===== src/rtl/srr_pkg.sv =====
package srr_pkg;
	// clock and reference tick
	localparam int CLK_HZ = 50_000_000;
	localparam int REF_HZ = 16_000_000;
	localparam logic [6:0] TICK_INC = 7'(REF_HZ / 1_000_000);
	localparam logic [6:0] TICK_MOD = 7'(CLK_HZ / 1_000_000);
	// register byte offsets
	localparam logic [7:0] OFS_VEL = 8'h00;
	localparam logic [7:0] OFS_ACC = 8'h04;
	localparam logic [7:0] OFS_DIV = 8'h08;
	localparam logic [7:0] OFS_CTRL = 8'h0c;
	localparam logic [7:0] OFS_TGT = 8'h10;
	localparam logic [7:0] OFS_POS = 8'h14;
	localparam logic [7:0] OFS_STAT = 8'h18;
	localparam logic [7:0] OFS_LIM = 8'h1c;
	// field positions
	localparam int DIV_RATE_LSB = 0;
	localparam int DIV_RAMP_LSB = 8;
	localparam int DIV_RES_LSB = 16;
	localparam int LIM_HI_LSB = 16;
	localparam int STAT_OK_BIT = 16;
	localparam int STAT_DIR_BIT = 17;
	localparam int STAT_ST_LSB = 20;
	// value ranges and scaling
	localparam logic signed [31:0] VEL_MAX = 32'sh0000_07ff;
	localparam logic [10:0] ACC_MAX = 11'h7ff;
	localparam logic [3:0] RATE_DIV_MAX = 4'hd;
	localparam logic [3:0] RES_MAX = 4'h8;
	localparam logic [3:0] RES_RST = 4'h8;
	localparam logic [4:0] RATE_SHIFT = 5'h10;
	localparam logic [4:0] RAMP_SHIFT = 5'h0d;
	localparam logic signed [5:0] WIN_LO_OFS = 6'sh01;
	localparam logic signed [5:0] WIN_HI_OFS = 6'sh0c;
	localparam logic signed [5:0] WIN_HI_CLAMP = 6'sh0b;

	typedef enum logic [1:0]
	{
		MODE_STOP = 2'h0,
		MODE_ROTATE_CW = 2'h1,
		MODE_ROTATE_CCW = 2'h2,
		MODE_MOVE_TO_POSITION = 2'h3
	} srr_mode_t;

	typedef enum logic [2:0]
	{
		ST_IDLE = 3'b001,
		ST_RUN = 3'b010,
		ST_FAULT = 3'b100
	} srr_state_t;

	typedef struct packed
	{
		logic wr;
		logic [7:0] addr;
	} srr_req_t;

	typedef struct packed
	{
		logic [3:0] res;
		logic [3:0] ramp_div;
		logic [3:0] rate_div;
	} srr_div_t;
endpackage : srr_pkg


===== src/rtl/srr_ramp_scale.sv =====
// The implementer's own choices: the address map and the AHB-Lite interface to the registers.
`timescale 1ns/100ps
// Behaviour
// - velocity code signed, magnitude at most 2047
// - pulse rate = ref*v / 2^div / 2048 / 32
// - rate divisor 0..13, each step halves rate
// - full-step rate = pulse rate / 2^resolution
// - acceleration code unsigned 0..2047
// - slope = ref^2*a / 2^(ramp+rate+29)
// - positioning needs acceleration inside divisor window
// - upper acceleration limit clamped to 2047
// - resolution resets to setting 8
module srr_ramp_scale
(
	input wire logic hclk,
	input wire logic hresetn,
	input wire logic hsel,
	input wire logic [31:0] haddr,
	input wire logic [1:0] htrans,
	input wire logic hwrite,
	input wire logic [2:0] hsize,
	input wire logic [31:0] hwdata,
	input wire logic hready,
	output logic hreadyout,
	output logic hresp,
	output logic [31:0] hrdata,
	output logic step_out,
	output logic dir_out,
	output logic full_step_out
);
	////////////////////////////////////////////////////////////////////////
	// bus slave
	srr_pkg::srr_req_t req;
	logic [31:0] rd_mux;
	logic signed [11:0] vel_cmd;
	logic [10:0] acc_cmd;
	srr_pkg::srr_div_t div;
	srr_pkg::srr_mode_t mode;
	logic signed [31:0] tgt_pos;
	logic signed [31:0] pos;
	logic signed [11:0] vel_act;
	srr_pkg::srr_state_t state;
	logic acc_ok;
	logic [12:0] lo_lim;
	logic [10:0] hi_lim;

	wire addr_ok = hsel & htrans[1] & hready;
	wire wr_vel = req.wr & (req.addr == srr_pkg::OFS_VEL);
	wire wr_acc = req.wr & (req.addr == srr_pkg::OFS_ACC);
	wire wr_div = req.wr & (req.addr == srr_pkg::OFS_DIV);
	wire wr_ctrl = req.wr & (req.addr == srr_pkg::OFS_CTRL);
	wire wr_tgt = req.wr & (req.addr == srr_pkg::OFS_TGT);
	wire [3:0] w_rate = hwdata[srr_pkg::DIV_RATE_LSB +: 4];
	wire [3:0] w_ramp = hwdata[srr_pkg::DIV_RAMP_LSB +: 4];
	wire [3:0] w_res = hwdata[srr_pkg::DIV_RES_LSB +: 4];
	wire signed [31:0] w_vel = $signed(hwdata);
	// out-of-range velocity is saturated rather than wrapped
	wire signed [11:0] next_vel_cmd = (w_vel > srr_pkg::VEL_MAX) ? 12'(srr_pkg::VEL_MAX) :
		(w_vel < -srr_pkg::VEL_MAX) ? 12'(-srr_pkg::VEL_MAX) : w_vel[11:0];

	always_comb
	begin
		unique case (haddr[7:0])
			srr_pkg::OFS_VEL: rd_mux = 32'(vel_cmd);
			srr_pkg::OFS_ACC: rd_mux = {21'h0, acc_cmd};
			srr_pkg::OFS_DIV: rd_mux = {12'h0, div.res, 4'h0, div.ramp_div, 4'h0, div.rate_div};
			srr_pkg::OFS_CTRL: rd_mux = {30'h0, mode};
			srr_pkg::OFS_TGT: rd_mux = tgt_pos;
			srr_pkg::OFS_POS: rd_mux = pos;
			srr_pkg::OFS_STAT: rd_mux = {9'h0, state, 2'h0, dir_out, acc_ok, 4'h0, vel_act};
			srr_pkg::OFS_LIM: rd_mux = {5'h0, hi_lim, 3'h0, lo_lim};
			default: rd_mux = 32'h0000_0000;
		endcase
	end

	always_ff @(posedge hclk or negedge hresetn)
	begin
		if (!hresetn)
		begin
			req <= '0;
			hrdata <= 32'h0000_0000;
			hreadyout <= 1'b0;
			hresp <= 1'b0;
		end
		else
		begin
			req <= addr_ok ? {hwrite, haddr[7:0]} : '0;
			hrdata <= (addr_ok & ~hwrite) ? rd_mux : hrdata;
			hreadyout <= 1'b1;
			hresp <= 1'b0;
		end
	end

	always_ff @(posedge hclk or negedge hresetn)
	begin
		if (!hresetn)
		begin
			vel_cmd <= 12'h000;
			acc_cmd <= 11'h000;
			div <= '{res: srr_pkg::RES_RST, ramp_div: 4'h0, rate_div: 4'h0};
			mode <= srr_pkg::MODE_STOP;
			tgt_pos <= 32'h0000_0000;
		end
		else
		begin
			if (wr_vel)
				vel_cmd <= next_vel_cmd;
			if (wr_acc)
				acc_cmd <= hwdata[10:0] & srr_pkg::ACC_MAX;
			if (wr_div && w_rate <= srr_pkg::RATE_DIV_MAX)
				div.rate_div <= w_rate;
			if (wr_div && w_ramp <= srr_pkg::RATE_DIV_MAX)
				div.ramp_div <= w_ramp;
			if (wr_div && w_res <= srr_pkg::RES_MAX)
				div.res <= w_res;
			if (wr_ctrl)
				mode <= srr_pkg::srr_mode_t'(hwdata[1:0]);
			if (wr_tgt)
				tgt_pos <= hwdata;
		end
	end

	////////////////////////////////////////////////////////////////////////
	// reference tick: 16 of every 50 clocks, fractional so no drift
	logic [6:0] tick_acc;
	logic tick;
	wire [6:0] tick_sum = tick_acc + srr_pkg::TICK_INC;
	wire tick_wrap = tick_sum >= srr_pkg::TICK_MOD;

	always_ff @(posedge hclk or negedge hresetn)
	begin
		if (!hresetn)
		begin
			tick_acc <= 7'h00;
			tick <= 1'b0;
		end
		else
		begin
			tick_acc <= tick_wrap ? tick_sum - srr_pkg::TICK_MOD : tick_sum;
			tick <= tick_wrap;
		end
	end

	////////////////////////////////////////////////////////////////////////
	// positioning window on the acceleration code
	wire signed [5:0] div_gap = $signed({2'b00, div.ramp_div}) - $signed({2'b00, div.rate_div});
	wire signed [5:0] e_lo = div_gap - srr_pkg::WIN_LO_OFS;
	wire signed [5:0] e_hi = div_gap + srr_pkg::WIN_HI_OFS;
	// a negative exponent on the lower bound rounds up to code 1
	wire [12:0] next_lo_lim = (e_lo < 0) ? 13'h0001 : 13'h0001 << e_lo[3:0];
	wire [10:0] next_hi_lim = (e_hi < 0) ? 11'h000 :
		(e_hi >= srr_pkg::WIN_HI_CLAMP) ? srr_pkg::ACC_MAX : 11'((12'h001 << e_hi[3:0]) - 12'h001);
	wire win_ok = (e_hi >= 0) && ({2'b00, acc_cmd} >= lo_lim) && (acc_cmd <= hi_lim);

	always_ff @(posedge hclk or negedge hresetn)
	begin
		if (!hresetn)
		begin
			lo_lim <= 13'h0001;
			hi_lim <= 11'h000;
			acc_ok <= 1'b0;
		end
		else
		begin
			lo_lim <= next_lo_lim;
			hi_lim <= next_hi_lim;
			acc_ok <= win_ok;
		end
	end

	////////////////////////////////////////////////////////////////////////
	// mode state: rotation ignores the window, positioning refuses to move outside it
	srr_pkg::srr_state_t next_state;
	wire at_target = (pos == tgt_pos);
	assign next_state = srr_pkg::srr_state_t'((mode == srr_pkg::MODE_STOP) ? srr_pkg::ST_IDLE :
		(mode == srr_pkg::MODE_MOVE_TO_POSITION && !acc_ok) ? srr_pkg::ST_FAULT :
		srr_pkg::ST_RUN);

	always_ff @(posedge hclk or negedge hresetn)
	begin
		if (!hresetn)
			state <= srr_pkg::ST_IDLE;
		else
			state <= next_state;
	end

	////////////////////////////////////////////////////////////////////////
	// velocity ramp: one code per 2^(ramp_div+13) acceleration-ticks gives the slope
	logic [26:0] ramp_acc;
	logic signed [11:0] vel_tgt;
	wire [10:0] vel_mag = vel_cmd[11] ? 11'(-vel_cmd) : vel_cmd[10:0];
	wire pos_mode = (mode == srr_pkg::MODE_MOVE_TO_POSITION);
	wire [26:0] ramp_thr = 27'h000_0001 << (srr_pkg::RAMP_SHIFT + 5'(div.ramp_div));
	wire [26:0] ramp_sum = ramp_acc + 27'(acc_cmd);
	wire ramp_step = tick && (vel_act != vel_tgt) && (ramp_sum >= ramp_thr);
	// positioning stops abruptly at the target; no deceleration planning here
	wire pos_halt = pos_mode && (at_target || state != srr_pkg::ST_RUN);

	always_comb
	begin
		unique case (mode)
			srr_pkg::MODE_ROTATE_CW: vel_tgt = $signed({1'b0, vel_mag});
			srr_pkg::MODE_ROTATE_CCW: vel_tgt = -$signed({1'b0, vel_mag});
			srr_pkg::MODE_MOVE_TO_POSITION:
				vel_tgt = (tgt_pos > pos) ? $signed({1'b0, vel_mag}) : -$signed({1'b0, vel_mag});
			default: vel_tgt = 12'sh000;
		endcase
	end

	always_ff @(posedge hclk or negedge hresetn)
	begin
		if (!hresetn)
		begin
			ramp_acc <= 27'h000_0000;
			vel_act <= 12'sh000;
		end
		else if (pos_halt)
		begin
			ramp_acc <= 27'h000_0000;
			vel_act <= 12'sh000;
		end
		else if (tick && vel_act != vel_tgt)
		begin
			ramp_acc <= ramp_step ? ramp_sum - ramp_thr : ramp_sum;
			if (ramp_step)
				vel_act <= (vel_tgt > vel_act) ? vel_act + 12'sh001 : vel_act - 12'sh001;
		end
	end

	////////////////////////////////////////////////////////////////////////
	// pulse generation: phase accumulator overflows at 2^(16+rate_div)
	logic [29:0] step_acc;
	logic [7:0] ustep_cnt;
	wire [10:0] act_mag = vel_act[11] ? 11'(-vel_act) : vel_act[10:0];
	wire [29:0] step_thr = 30'h0000_0001 << (srr_pkg::RATE_SHIFT + 5'(div.rate_div));
	wire [29:0] step_sum = step_acc + 30'(act_mag);
	wire step_due = tick && (act_mag != 11'h000) && (step_sum >= step_thr);
	wire [7:0] res_mask = 8'((9'h001 << div.res) - 9'h001);
	wire full_due = step_due && ((ustep_cnt & res_mask) == res_mask);

	always_ff @(posedge hclk or negedge hresetn)
	begin
		if (!hresetn)
		begin
			step_acc <= 30'h0000_0000;
			ustep_cnt <= 8'h00;
			pos <= 32'sh0000_0000;
			step_out <= 1'b0;
			full_step_out <= 1'b0;
			dir_out <= 1'b0;
		end
		else
		begin
			if (tick && act_mag != 11'h000)
				step_acc <= step_due ? step_sum - step_thr : step_sum;
			if (step_due)
				ustep_cnt <= ustep_cnt + 8'h01;
			if (step_due)
				pos <= vel_act[11] ? pos - 32'sh0000_0001 : pos + 32'sh0000_0001;
			step_out <= step_due;
			full_step_out <= full_due;
			dir_out <= vel_act[11];
		end
	end
endmodule : srr_ramp_scale


===== config.mk =====
export PLATFORM = sky130hd
export DESIGN_NAME = srr_ramp_scale
export DESIGN_NICKNAME = d
export VERILOG_FILES = /design/src/rtl/srr_pkg.sv /design/src/rtl/srr_ramp_scale.sv
export SDC_FILE = /design/constraint.sdc
export NUM_CORES = 1
export LEC_CHECK = 0
export BUFFER_PORTS_ARGS = -buffer_cell sky130_fd_sc_hd__buf_2
export CORE_UTILIZATION = 32
export CTS_BUF_LIST = sky130_fd_sc_hd__clkbuf_16
export DETAILED_ROUTE_END_ITERATION = 8
export GPL_TIMING_DRIVEN = 0
export PLACE_DENSITY_LB_ADDON = 0.08
export SETUP_SLACK_MARGIN = 0.4
export SLEW_MARGIN = 20
export SYNTH_ARGS = -nofsm -noshare
export SYNTH_HDL_FRONTEND = slang
export SYNTH_SLANG_ARGS = --single-unit

===== constraint.sdc =====
create_clock -name hclk -period 6.3 [get_ports hclk]
set_input_delay 1.89 -clock hclk [delete_from_list [all_inputs] [get_ports hclk]]
set_output_delay 1.89 -clock hclk [all_outputs]
set_load 0.05 [all_outputs]

Word-level counts from Yosys, hierarchy flattened
Cells that the tools add are included.
W data, S select, Z words.
- reduce and logical (&&, ||, !) cells: 21
- multiplexer cells: 23
- magnitude comparators: 16
- equality and inequality tests: 18
- bitwise logic cells: 10
- $add $sub $neg: 21
- shift-type cells: 5
- operators with widths (kind ; number):
    $pmux W32 S8 ; 1
    $mux W12 ; 7
    $mux W27 ; 3
    $mux W11 ; 4
    $eq A8 B5 Y1 const B ; 5
    $pmux W12 S3 ; 1
    $add A32 B2 Y32 const B ; 1
    $eq A32 B32 Y1 ; 1
    $eq A8 B4 Y1 const B ; 4
    $gt A32 B12 Y1 const B ; 1
    $gt A32 B32 Y1 ; 1
    $lt A32 B12 Y1 const B ; 1
    $mux W32 ; 1
    $sub A32 B2 Y32 const B ; 1
    $add A30 B11 Y30 ; 1
    $ge A30 B30 Y1 ; 1
    $mux W30 ; 1
    $shl A1 B5 Y30 const A ; 1
    $sub A30 B30 Y30 ; 1
    $add A27 B11 Y27 ; 1
    $ge A27 B27 Y1 ; 1
    $shl A1 B5 Y27 const A ; 1
    $sub A27 B27 Y27 ; 1
    $neg A11 Y11 ; 2
    45 further kinds ; 71
- word-level logic and storage cells: 139
- bits of input ports: 74
- register bits: 259
- output and inout port bits: 37

Longest topological paths before layout
- depth in word-level cells: 11
- depth in mapped cells: 29
- gate-level depth less buffers: 29

Worst setup path before layout
Ideal clock, no wire load.
- path kind: flip-flop to flip-flop
- from: reg pos[31]
- to: reg vel_act[11]
- cell stages (with the launch flop): 27
- arrival: 6.064 ns
- library setup time: 0.078 ns
- period minus slack after synthesis: 6.142 ns
- path slack: 0.158 ns
- path through: dfrtp_1 > inv_1 > ha_1 > nand4_1 > nor4_1 > nand3_1 > o311ai_0 > nor4_1 > o31ai_2 > a21o_1 > o31ai_1 > ha_1 > nor2b_1 > o21ai_0 > or3b_2 > o221ai_1 > a21o_1 > ha_1 > a21o_1 > a21oi_1 > o21ai_0 > o211a_1 > a41o_1 > o41ai_1 > xor2_1 > or3_1 > a21oi_1
- longest elaborated chain between the ends: 8
- elaborated cells on any way between the ends: 17
- those cells by class: 2 x order compare; 2 x eq/ne; 6 x mux; 7 x reduce/logical
- RTL lines (what ; line ; text):
    from (decl) ; srr_ramp_scale.sv:40 ; logic signed [31:0] pos;
    from (signal assigned) ; srr_ramp_scale.sv:259 ; pos <= vel_act[11] ? pos - 32'sh0000_0001 : pos + 32'sh0000_0001;
    $gt A32 B32 Y1 ; srr_ramp_scale.sv:205 ; vel_tgt = (tgt_pos > pos) ? $signed({1'b0, vel_mag}) : -$signed({1'b0, vel_mag});
    $mux W12 ; srr_ramp_scale.sv:205 ;
    $pmux W12 S3 ; srr_ramp_scale.sv:201 ; unique case (mode)
    $gt A12 B12 Y1 or $ne A12 B12 Y1 (tied branches) ; srr_ramp_scale.sv:226, srr_ramp_scale.sv:195, srr_ramp_scale.sv:222 ;
    $mux W12 or $logic_and A1 B1 Y1 (tied branches) ; srr_ramp_scale.sv:226, srr_ramp_scale.sv:195, srr_ramp_scale.sv:222 ;
    $mux W12 or $logic_and A1 B1 Y1 (tied branches) ; srr_ramp_scale.sv:225, srr_ramp_scale.sv:195 ;
    $mux W12 or $reduce_bool A2 Y1 (tied branches) ; - ;
    $mux W12 or $reduce_and A2 Y1 (tied branches) ; - ;
    to (signal assigned) ; srr_ramp_scale.sv:226 ; vel_act <= (vel_tgt > vel_act) ? vel_act + 12'sh001 : vel_act - 12'sh001;
    to (decl) ; srr_ramp_scale.sv:41 ; logic signed [11:0] vel_act;
Parallel ways exist; a longest one is shown, timed or not. The select of a mux whose other input is x is not followed.
A chain may end at the register's enable or synchronous reset.

Final worst setup path
- from: reg pos[23]
- to: reg vel_act[11]
The elaborated chain is that of the path after synthesis.

==> impl_metrics.tcl <==
set metrics [dict create \
    area_growth_pct 17.8 \
    cts_root_buffer "clkbuf_16" \
    synth.area.mux_share_pct 3.49 \
    grt_pass1_vias 17584 \
    arrival_ns 6.55 \
    port_buffers 72 \
    finalSetupTns_ns 0 \
    ys_types 85 \
    die_x_um 249 \
    fp.dieH_um 249 \
    num_vias 17693 \
    synth-xor-area-share_pct 6.80 \
    path_max_fanout 8 \
    hp-class "reg -> reg" \
    drtIter0Drc 1262 \
    setup_viol 0 \
    fmax_mhz 165 \
    slew_viol_final 0 \
    fin_worst_skew_ns 0.0262 \
    track_usage_pct 22.3 \
    worstSkewPairLatency_ns 0.57 \
    slew_headroom_pct 22.6 \
    worstSetupPathType "reg -> reg" \
    antenna_found_initial 1 \
    ioPinCount 111 \
    worst_pin_slew_ns 1.15 \
    vias_per_cell 5.47 \
    ir_worst_vdd_mv 0.228 \
    synth_fa_ha_area_share_pct 12.5 \
    dp_hpwl_mm 52.6 \
    synthesis.instances 2250 \
    finalHoldViolCount 0 \
    core_mm2 0.0604 \
    powerDensity_mw_per_mm2 490 \
    nets 2693 \
    ant_nets 0 \
    drive_gt1_share_pct 14.2 \
    end_kind "register" \
    synth_compound_area_share_pct 22.3 \
    cts_tree "built" \
    synth_edf_count 0 \
    timing.final.ws_setup_ns 0.234 \
    rsz0062_at_grt "yes" \
    finalWirelength_mm 69.7 \
    post-place-ws_ns -0.913 \
    ys_ff_latch 258 \
    grt_remaining_overflow 0 \
    dr.pass1.iters 6 \
    h-tree-depth 2 \
    yosysSeqAreaShare_pct 33.0 \
    num_antenna_cells 0 \
    drv_cap 0 \
    required_ns 6.78 \
    synthesis.area_mm2 0.0196 \
    fin_crit_ns 6.07 \
    grt_max_degree 94 \
    place.gp.congestion 0.916 \
    fin_crit_sh_pct 96.3 \
    cts_inserted_buffers 36 \
    synth-main-ff-cell "dfrtp_1" \
    syn_area_per_cell_um2 8.70 \
    wl_per_cell_um 21.6 \
    dieArea_mm2 0.0622 \
    status "completed" \
    p_leak_uw 0.0104 \
    clock-sinks 258 \
    initial_core_util_pct 32.4 \
    ys_warn_count 0 \
    path_clk_slew_ns 0.06 \
    clk_path_buf_depth 3 \
    async_flop_share_pct 100 \
    startpoint_type "register" \
    grt_pass1_wl_mm 106 \
    synth-simple-area-share_pct 17.4 \
    rows 90 \
    drc 0 \
    synth_top_family_by_area "compound AO/OA/AOI/OAI gates" \
]
==> per-stage QoR <==
stage	hold slack, ns	cell area (um^2)	util [%]	std cells	total power [uW]
finish	0.475	23100	38.2	3235	11300
detailed placement	0.465	21100	35.0	3122	8590
global route	0.493	23100	38.2	3235	12300
floorplan	0.416	19700	-	2264	6990
CTS	0.481	22800	37.8	3220	11100
global placement	0.460	21000	34.8	3118	8520
==> synthesized netlist by cell type (20+ instances only) <==
| cell type | count | area (um^2) |
|---|---|---|
| inv_1 | 115 | 432 |
| nor3_1 | 51 | 255 |
| o21ai_1 | 27 | 135 |
| and2_1 | 20 | 125 |
| o21a_1 | 37 | 278 |
| nor2_1 | 148 | 556 |
| a211oi_1 | 24 | 180 |
| nand4_1 | 36 | 225 |
| a21o_1 | 69 | 518 |
| o21ai_0 | 91 | 455 |
| nor2b_1 | 23 | 144 |
| a22oi_1 | 22 | 165 |
| clkbuf_1 | 85 | 319 |
| a31oi_1 | 26 | 163 |
| mux2_2 | 49 | 552 |
| dfrtp_1 | 255 | 6380 |
| xnor2_1 | 83 | 727 |
| o22a_1 | 20 | 175 |
| nand2b_1 | 23 | 144 |
| ha_1 | 186 | 2330 |
| nor4_1 | 20 | 125 |
| nand2_1 | 215 | 807 |
| xor2_1 | 69 | 604 |
| a21oi_1 | 191 | 956 |
| nand3_1 | 79 | 395 |
| and3_1 | 26 | 163 |
==> cell usage in the layout (no fill, tap or decap), types with 77 or more instances in the layout <==
cell type    n
buf_2       77
nor2_1     148
xnor2_1     82
inv_1      113
dfrtp_1    239
ha_1       177
a21oi_1    185
o21ai_0     83
nand2_1    214
==> metal layers <==
layer | global-route usage, % | up-vias | wire length (um)
met1 | 31.7 | 8615 | 33700
li1 | - | 8534 | -
met5 | 0 | - | 11
met2 | 33.6 | 432 | 29700
met4 | 7.60 | 2 | 2130
met3 | 4.38 | 110 | 4150
==> report_power, final <==
group | switching [uW] | total, uW | internal [uW]
combinational | 3770 | 6620 | 2860
sequential | 578 | 2650 | 2080
clock | 857 | 2030 | 1170
total | 5200 | 11300 | 6100
==> critical path, stage by stage, from the launching register on <==
cell,delay [ns]
dfrtp_2,0.45
inv_1,0.06
ha_1,0.31
a211o_1,0.32
a211o_1,0.31
a211o_4,0.39
o211a_1,0.28
o31ai_4,0.26
buf_12,0.16
buf_6,0.09
a21boi_2,0.13
o22ai_1,0.09
ha_1,0.33
nand4_1,0.09
or3_4,0.40
a21boi_2,0.17
o41ai_2,0.06
a21o_2,0.18
buf_6,0.13
ha_4,0.20
or3_1,0.32
o211a_1,0.17
a41o_1,0.21
o41ai_2,0.27
xor2_1,0.13
or3_1,0.36
a21oi_1,0.12
==> layout make-up <==
type,count,area [um^2]
fillers,6204,37300
inverters,118,447
clock buffers,36,901
well taps,782,978
clock inverters,28,238
plain buffers,105,464
flip-flops and latches,258,6480
multi-input cells,1783,12700
repair buffers,125,872
==> path summary, 6_finish.rpt <==
check                      startpoint            to  slack [ns]  depth (start not counted)
min reg2reg                hrdata[23]    hrdata[23]        0.47                          1
max reg2reg                   pos[23]   vel_act[11]        0.23                         26
min in group asynchronous     hresetn  step_acc[13]        1.22                          1
max                           pos[23]   vel_act[11]        0.23                         26
max in group asynchronous     hresetn     lo_lim[0]        3.86                          3
min                        hrdata[23]    hrdata[23]        0.47                          1
==> what timing repair did <==
item                                    CTS  global route
gates resized for setup                  82            36
buffers inserted                         34            15
hold endpoints to repair                  0             0
hold buffers                              0             0
cloned                                    0             0
pin swaps                                41            16
endpoints found under the setup margin   71            93
==> cell families (layout without fill, tap and decap cells) <==
| family | Yosys count | in the layout |
|---|---|---|
| multiplexers | 62 | 62 |
| flip-flops | 258 | 258 |
| XOR/XNOR | 152 | 152 |
| buffers and inverters | 223 | 412 |
| AND/OR/NAND/NOR | 701 | 701 |
| AO/OA/AOI/OAI | 660 | 660 |
| adder cells (fa/ha/maj) | 192 | 192 |
| other | 2 | 16 |
==> state kept, by name, indices dropped and copies added, names as in the netlist, 12 cells and up <==
signal    count
div          12
hrdata       32
lo_lim       13
pos          32
ramp_acc     27
step_acc     30
tgt_pos      32
vel_act      12
vel_cmd      12
Power figures use the tool's default switching activity.
